## config.mk

```make
export PLATFORM = sky130hd
export DESIGN_NAME = xfer_exec
export DESIGN_NICKNAME = d
export VERILOG_FILES = /design/src/periph_width_table.v /design/src/xfer_exec.v
export VERILOG_INCLUDE_DIRS = /design/src
export SDC_FILE = /design/constraint.sdc
export NUM_CORES = 1
export LEC_CHECK = 0
export BUFFER_PORTS_ARGS = -buffer_cell sky130_fd_sc_hd__buf_2
export CAP_MARGIN = 20
export CORE_ASPECT_RATIO = 2
export CORE_UTILIZATION = 32
export CTS_CLUSTER_DIAMETER = 150
export DETAILED_ROUTE_END_ITERATION = 10
export PLACE_DENSITY = 0.62
export SLEW_MARGIN = 20
export SYNTH_ARGS = -nofsm -noshare
export SYNTH_HDL_FRONTEND = slang
export SYNTH_SLANG_ARGS = --single-unit
```

## constraint.sdc

```tcl
create_clock -name i_ref_clk -period 7.83 [get_ports i_ref_clk]
set_clock_uncertainty 0.2 [all_clocks]
set_input_delay 0 -clock i_ref_clk [delete_from_list [all_inputs] [get_ports i_ref_clk]]
set_output_delay 0 -clock i_ref_clk [all_outputs]
set_load 0.005 [all_outputs]
```

## src/xfer_exec_defs.vh

```
// constants for the register file / peripheral transfer executor
`ifndef XFER_EXEC_DEFS_VH
`define XFER_EXEC_DEFS_VH
`define OP_PREFIX_SYS      5'h07
`define OP_DIRECT_JUMP     5'h0C
`define SUB_POP_AR         4'hC
`define SUB_PUSH_AR        4'hD
`define SUB_PEEK           4'h3
`define SUB_POKE           4'h2
`define SUB_GET            4'hB
`define SUB_PUT            4'hA
`define RF_CSI_ADDR        7'h01
`define RF_MEM_BASE        7'h40
`define RF_PSW_ADDR        7'h7F
`define TB_BANK0_NIB0      7'h0C
`define STACK_DEPTH        8
`define CSI_RESET          3'h7
`define TA_USED_BITS       10
`define PERIPH_COUNT       128
`define SERIAL_SHIFT_ADDR  7'h02
`endif
```

## src/periph_width_table.v

```verilog
// fixed per-peripheral access width lookup
`timescale 1ns/1ps
`default_nettype none
`include "xfer_exec_defs.vh"
module periph_width_table (
    input  wire [6:0] i_periph_addr,
    output reg        o_is_8bit
);
    always @* begin
        // serial shift register and any peripheral below 40h are byte wide
        o_is_8bit = (i_periph_addr == `SERIAL_SHIFT_ADDR) || (i_periph_addr < 7'h40);
    end
endmodule // periph_width_table
`default_nettype wire

```

## src/xfer_exec.v

```verilog
// executor for stack pop, register file peek/poke, peripheral get/put and direct branch
// Summary of operation
// - pop loads the table address register from the selected stack entry, then bumps the index up.
// - register file read copies the addressed cell into the window register.
// - register file write (prefix 00111, sub-code 0010) copies the window register into the cell.
// - register file addresses 40h-7fh reach data memory of the current bank, 74h-7fh system regs.
// - the status word sits at 7fh and can be read into the window register.
// - the call stack index is visible at register file address 01h.
// - peripheral read loads the transfer buffer from the addressed peripheral.
// - the transfer buffer is a separate register, not mapped onto bank 0 data memory 0ch-0fh.
// - the transfer buffer is 16 bits; the moved width depends on the peripheral.
// - an 8-bit peripheral read fills the low two nibbles and keeps the upper two.
// - peripheral write (prefix 00111, sub-code 1010) sends the buffer to the peripheral.
// - an 8-bit peripheral write sends only the low two nibbles.
// - the serial shift register is an 8-bit peripheral.
// - direct branch (opcode 01100 plus 11-bit target) loads the instruction pointer.
// - upper six table address bits read zero, only ten bits are held.
// - push decrements the index first, then stores the table address register.
`timescale 1ns/1ps
`default_nettype none
`include "xfer_exec_defs.vh"
module xfer_exec (
    input  wire        i_ref_clk,
    input  wire        i_rst,
    input  wire        i_instr_valid,
    input  wire [15:0] i_instr,
    input  wire [2:0]  i_bank,
    input  wire [3:0]  i_window_reg,
    input  wire [3:0]  i_mem_rdata,
    input  wire [3:0]  i_rf_rdata,
    input  wire [15:0] i_periph_rdata,
    output reg  [3:0]  o_window_wdata,
    output reg         o_window_we,
    output reg  [10:0] o_instr_pointer,
    output reg         o_jump,
    output reg  [15:0] o_table_address_reg,
    output reg  [2:0]  o_call_stack_index,
    output reg  [15:0] o_transfer_buffer,
    output reg  [6:0]  o_rf_addr,
    output reg  [3:0]  o_rf_wdata,
    output reg         o_rf_we,
    output reg  [10:0] o_mem_addr,
    output reg  [3:0]  o_mem_wdata,
    output reg         o_mem_we,
    output reg  [6:0]  o_periph_addr,
    output reg  [15:0] o_periph_wdata,
    output reg         o_periph_we,
    output reg         o_periph_byte
);
    reg  [9:0]  return_stack_entry [0:`STACK_DEPTH-1];
    reg  [9:0]  table_address_reg_q;
    reg  [2:0]  call_stack_index_q;
    reg  [15:0] transfer_buffer_q;
    reg         peek_pend_q;
    reg         get_pend_q;
    reg         pend_mem_q;
    reg         pend_csi_q;
    reg         pend_byte_q;
    wire [4:0]  opcode          = i_instr[15:11];
    wire [2:0]  regfile_row_field = i_instr[10:8];
    wire [3:0]  sub_code        = i_instr[7:4];
    wire [6:0]  rf_addr         = {regfile_row_field, i_instr[3:0]};
    wire        is_sys          = i_instr_valid && (opcode == `OP_PREFIX_SYS);
    wire        do_pop          = is_sys && (sub_code == `SUB_POP_AR);
    wire        do_push         = is_sys && (sub_code == `SUB_PUSH_AR);
    wire        do_peek         = is_sys && (sub_code == `SUB_PEEK);
    wire        do_poke         = is_sys && (sub_code == `SUB_POKE);
    wire        do_get          = is_sys && (sub_code == `SUB_GET);
    wire        do_put          = is_sys && (sub_code == `SUB_PUT);
    wire        direct_jump_op  = i_instr_valid && (opcode == `OP_DIRECT_JUMP);
    wire        rf_is_mem       = (rf_addr >= `RF_MEM_BASE);
    wire        rf_is_csi       = (rf_addr == `RF_CSI_ADDR);
    wire        periph_is_8bit;
    wire [2:0]  csi_dec         = call_stack_index_q - 3'd1;
    integer     k;

    periph_width_table u_width (
        .i_periph_addr (rf_addr),
        .o_is_8bit     (periph_is_8bit)
    );

    always @(posedge i_ref_clk or posedge i_rst) begin
        if (i_rst) begin
            table_address_reg_q <= 10'h000;
            call_stack_index_q  <= `CSI_RESET;
            transfer_buffer_q   <= 16'h0000;
            peek_pend_q         <= 1'b0;
            get_pend_q          <= 1'b0;
            pend_mem_q          <= 1'b0;
            pend_csi_q          <= 1'b0;
            pend_byte_q         <= 1'b0;
            o_window_wdata      <= 4'h0;
            o_window_we         <= 1'b0;
            o_instr_pointer     <= 11'h000;
            o_jump              <= 1'b0;
            o_rf_addr           <= 7'h00;
            o_rf_wdata          <= 4'h0;
            o_rf_we             <= 1'b0;
            o_mem_addr          <= 11'h000;
            o_mem_wdata         <= 4'h0;
            o_mem_we            <= 1'b0;
            o_periph_addr       <= 7'h00;
            o_periph_wdata      <= 16'h0000;
            o_periph_we         <= 1'b0;
            o_periph_byte       <= 1'b0;
            for (k = 0; k < `STACK_DEPTH; k = k + 1) begin
                return_stack_entry[k] <= 10'h000;
            end
        end else begin
            o_window_we <= 1'b0;
            o_jump      <= 1'b0;
            o_rf_we     <= 1'b0;
            o_mem_we    <= 1'b0;
            o_periph_we <= 1'b0;
            peek_pend_q <= 1'b0;
            get_pend_q  <= 1'b0;
            if (do_pop) begin
                table_address_reg_q <= return_stack_entry[call_stack_index_q];
                call_stack_index_q  <= call_stack_index_q + 3'd1;
            end
            if (do_push) begin
                call_stack_index_q           <= csi_dec;
                return_stack_entry[csi_dec]  <= table_address_reg_q;
            end
            if (direct_jump_op) begin
                o_instr_pointer <= i_instr[10:0];
                o_jump          <= 1'b1;
            end
            // reads take one cycle: address out now, data captured next cycle
            if (do_peek || do_poke) begin
                o_rf_addr   <= rf_addr;
                o_mem_addr  <= {i_bank, 1'b0, rf_addr};
                pend_mem_q  <= rf_is_mem;
                pend_csi_q  <= rf_is_csi;
            end
            if (do_peek) begin
                peek_pend_q <= 1'b1;
            end
            if (do_poke) begin
                o_rf_wdata  <= i_window_reg;
                o_mem_wdata <= i_window_reg;
                o_rf_we     <= !rf_is_mem && !rf_is_csi;
                o_mem_we    <= rf_is_mem;
                if (rf_is_csi) begin
                    call_stack_index_q <= i_window_reg[2:0];
                end
            end
            if (peek_pend_q) begin
                o_window_we <= 1'b1;
                if (pend_csi_q) begin
                    o_window_wdata <= {1'b0, call_stack_index_q};
                end else if (pend_mem_q) begin
                    o_window_wdata <= i_mem_rdata;
                end else begin
                    o_window_wdata <= i_rf_rdata;
                end
            end
            if (do_get || do_put) begin
                o_periph_addr <= rf_addr;
                o_periph_byte <= periph_is_8bit;
                pend_byte_q   <= periph_is_8bit;
            end
            if (do_get) begin
                get_pend_q <= 1'b1;
            end
            if (do_put) begin
                o_periph_we    <= 1'b1;
                // upper byte zeroed so a byte peripheral never sees stale nibbles
                o_periph_wdata <= periph_is_8bit ? {8'h00, transfer_buffer_q[7:0]}
                                                 : transfer_buffer_q;
            end
            if (get_pend_q) begin
                if (pend_byte_q) begin
                    transfer_buffer_q[7:0] <= i_periph_rdata[7:0];
                end else begin
                    transfer_buffer_q <= i_periph_rdata;
                end
            end
        end
    end

    always @(posedge i_ref_clk or posedge i_rst) begin
        if (i_rst) begin
            o_table_address_reg <= 16'h0000;
            o_call_stack_index  <= 3'h0;
            o_transfer_buffer   <= 16'h0000;
        end else begin
            o_table_address_reg <= {6'h00, table_address_reg_q};
            o_call_stack_index  <= call_stack_index_q;
            o_transfer_buffer   <= transfer_buffer_q;
        end
    end
endmodule // xfer_exec
`default_nettype wire

```

==> impl_metrics.ini <==
[global_route]
grt_pass1_wl_um = 30290
globalRoute.totalOverflow = 0
total_routing_resource_utilization_after_global_routing_pct = 15.50
grt_start_max_net_pins = 127
grt_antenna_before_repair = 0
vias_in_the_first_global_route = 5393

[yosys]
synth_top_cell_by_area = dfrtp_1
ys.flop_type = dfrtp_1
synth.area.mux_share_pct = 27.91
largest_cells_by_area_after_synthesis = dfrtp_1 (60%), mux2_2 (17%), mux4_2 (5.5%)
synth_top_family_by_area = multiplexers
postSynthAreaPerCell_sq_um = 15.27
synth_seq_cells = 200
synth-compound-area-share_pct = 2.017
synth_cell_type_count = 35
synthXorXnorAreaFrac_pct = 0.5349
synth_cells = 536
asyncSetResetFlopFracSynth_pct = 100.0
post-synth-top-area-fraction_pct = 60.22
synth-edff-count = 0
yosysSeqAreaShare_pct = 61.18
post_synth_adder_cell_area_pct = 0.3057
synth.yosys.warnings = 0
synth_simple_gate_area_share_pct = 4.448
mappedNetlistArea_sq_um = 8187

[layout]
largest_reg_flops = 80
area_delta_synth_final_pct = 24.58
fin_nets = 767
layout.cells.most_common_list = dfrtp_1 (197), buf_2 (147), mux2_2 (122), dlygate4sd3_1 (47), o21ai_0 (23)
combined_area_of_the_multi_input_logic_cells_sq_um = 2922
layout.cells.most_common = dfrtp_1
layout-drive-gt1-share_pct = 48.48
register_with_the_most_flip_flops = return_stack_entry
regArea_sq_um = 5009
layout.filler_cells = 2331
fin_area_sq_um = 10200
insertedDiodeCount = 0

[die]
fp.dieArea_sq_um = 26270
floorplan.io_pins = 155
floorplan.rows = 82
fp.dieH_um = 228.2
effective_utilization_at_floorplan_pct = 32.57
dieWidth_um = 115.1
core_area_sq_um = 25140

[placement]
routabilityCongestion = 0.7456
placedInstanceArea_sq_um = 9150
hpwl_um = 12720
port-buffer-count = 147
pre_cts_slack_ps = 4376

[sta]
timing.setup.tns_ps = 0
rsz0062_at_grt = no
finalWorstPathRequiredPeriod_ps = 3379
timing.fmax_mhz = 295.9
worst-slew-pin-transition_ps = 934.8
finalWorstSetupSlack_ps = 4451
number_of_max_slew_violations_in_the_final_report = 0
setup-violations-final = 0
report.final.hold_viol_count = 0
timing.final.crit_share_pct = 43.15
relSlewSlack_pct = 37.68
timing.hold.ws_ps = 36.24

[critical_path]
ff2ff_setup_slack_ps = 4450
critical_path_data_required_time_ps = 7950
cp_data_arrival_time_ps = 3500
worst-setup-path-type = reg -> reg
maximum_fanout_count_along_the_critical_path = 25
reg2reg_depth = 5
sort_of_element_at_the_start_of_the_critical_path = flip-flop
critPathCaptureType = flip-flop

[hold_path]
min-delay-path-class = in -> reg
hold_path_depth = 5

[cts]
cts.htree.levels = 4
tritoncts_num_sinks = 200
clk_transition_reported_paths_ps = 70
cts_root_buf = clkbuf_16
tritoncts_clock_tree = built
hold_buf_count_cts = 47
cts-root-to-sink-buffers = 2
post_cts_buffers = 0
clock_latency_ps = 450
postCtsResizedCells = 0
cts_inserted_buffers = 17

[pwr]
power.net_switching_w = 0.0004842
clock_power_share_pct = 41.5
p_int_w = 0.001608
sw_frac_of_total_pct = 23.14
pwr_total_w = 0.002093
max-vdd-ir-drop_mv = 0.1880
share_seq_of_total_power_pct = 52.2
p_comb_share_pct = 6.3
powerDensity_nw_per_um2 = 205.2
static_leakage_nw = 5.262

[route]
drcViolationCount = 0
dr_total_vias = 4905
totalWireLength_um = 18750
drt_first_pass_iters = 4
detail_route.iter0.violations = 220
route.detailed.wl_per_inst_um = 17.66
post_dr_vias_cell = 4.619
postRouteAntennaNets = 0

[outcome]
outcome = completed

[job]
timing.max_cap.violations = 0
-- stage by stage --
step,std cells,util [%]
4_1_cts,1061,40.53
3_5_place_dp,984,36.40
5_1_grt,1062,40.57
3_3_place_gp,984,36.40
6_report,1062,40.57
2_1_floorplan,542,-
-- area by class of cell --
type	instances	share of cell area, %
clock buffer	20	4.380
timing repair buffer	199	12.23
multi-input combinational	290	28.65
tap	336	4.122
clock inverter	10	1.178
inverter	7	0.3312
sequential	200	49.11
-- worst max-delay path: stages (launching register included) --
cell	delay, ps
dfstp_2	1090
inv_2	110
ha_1	290
xnor2_1	210
or4_1	920
mux2_4	440
-- power by group through the flow --
stage / Combinational, W / Sequential [W] / Clock, W
floorplan: 0.0000721 / 0.00110 / 0
global placement: 0.000116 / 0.00111 / 0
detailed placement: 0.000117 / 0.00111 / 0
CTS: 0.000135 / 0.00109 / 0.000892
global route: 0.000146 / 0.00110 / 0.000927
finish: 0.000131 / 0.00109 / 0.000869
-- logic make-up (layout without fill, tap and decap cells) --
family	count (synthesis)	in the layout
and+or+nand+nor	65	65
adders and majority gates	2	2
AOI/OAI and AO/OA	33	33
xor gates and xnor gates	5	5
other	1	7
DFF	200	200
muxes	178	178
buffers and inverters	52	236
-- path summary, 6_finish.rpt --
kind | start | end
worst max register to register | call_stack_index_q[0]$_DFF_PP1_ | return_stack_entry[10]$_DFFE_PP0P_
worst max-delay path | call_stack_index_q[0]$_DFF_PP1_ | return_stack_entry[10]$_DFFE_PP0P_
min in group asynchronous | i_rst | o_periph_we$_DFF_PP0_
max in group asynchronous | i_rst | return_stack_entry[75]$_DFFE_PP0P_
worst min-delay path | i_instr[15] | o_mem_we$_DFF_PP0_
worst min register to register | transfer_buffer_q[6]$_DFFE_PP0P_ | o_transfer_buffer[6]$_DFF_PP0_
-- cells in the mapped netlist, types with 5 or more instances --
cell	count
dfrtp_1	197
mux2_2	122
o21ai_0	23
buf_4	20
mux2_4	20
mux4_2	20
mux2i_1	16
nand2_1	16
clkbuf_1	15
nor2_1	15
a21oi_1	10
inv_1	6
buf_2	5
nand3_1	5
nor3_1	5
-- routing by layer --
layer  routed length, um  up-vias  global-route usage (%)
met4                 317        0                   5.763
met2               10650      121                   28.71
li1                    -     2241                       -
met1                7116     2524                   16.81
met3                 670       19                   3.374
met5                   0        -                       0
No activity file was read; power rests on OpenSTA's default activity.
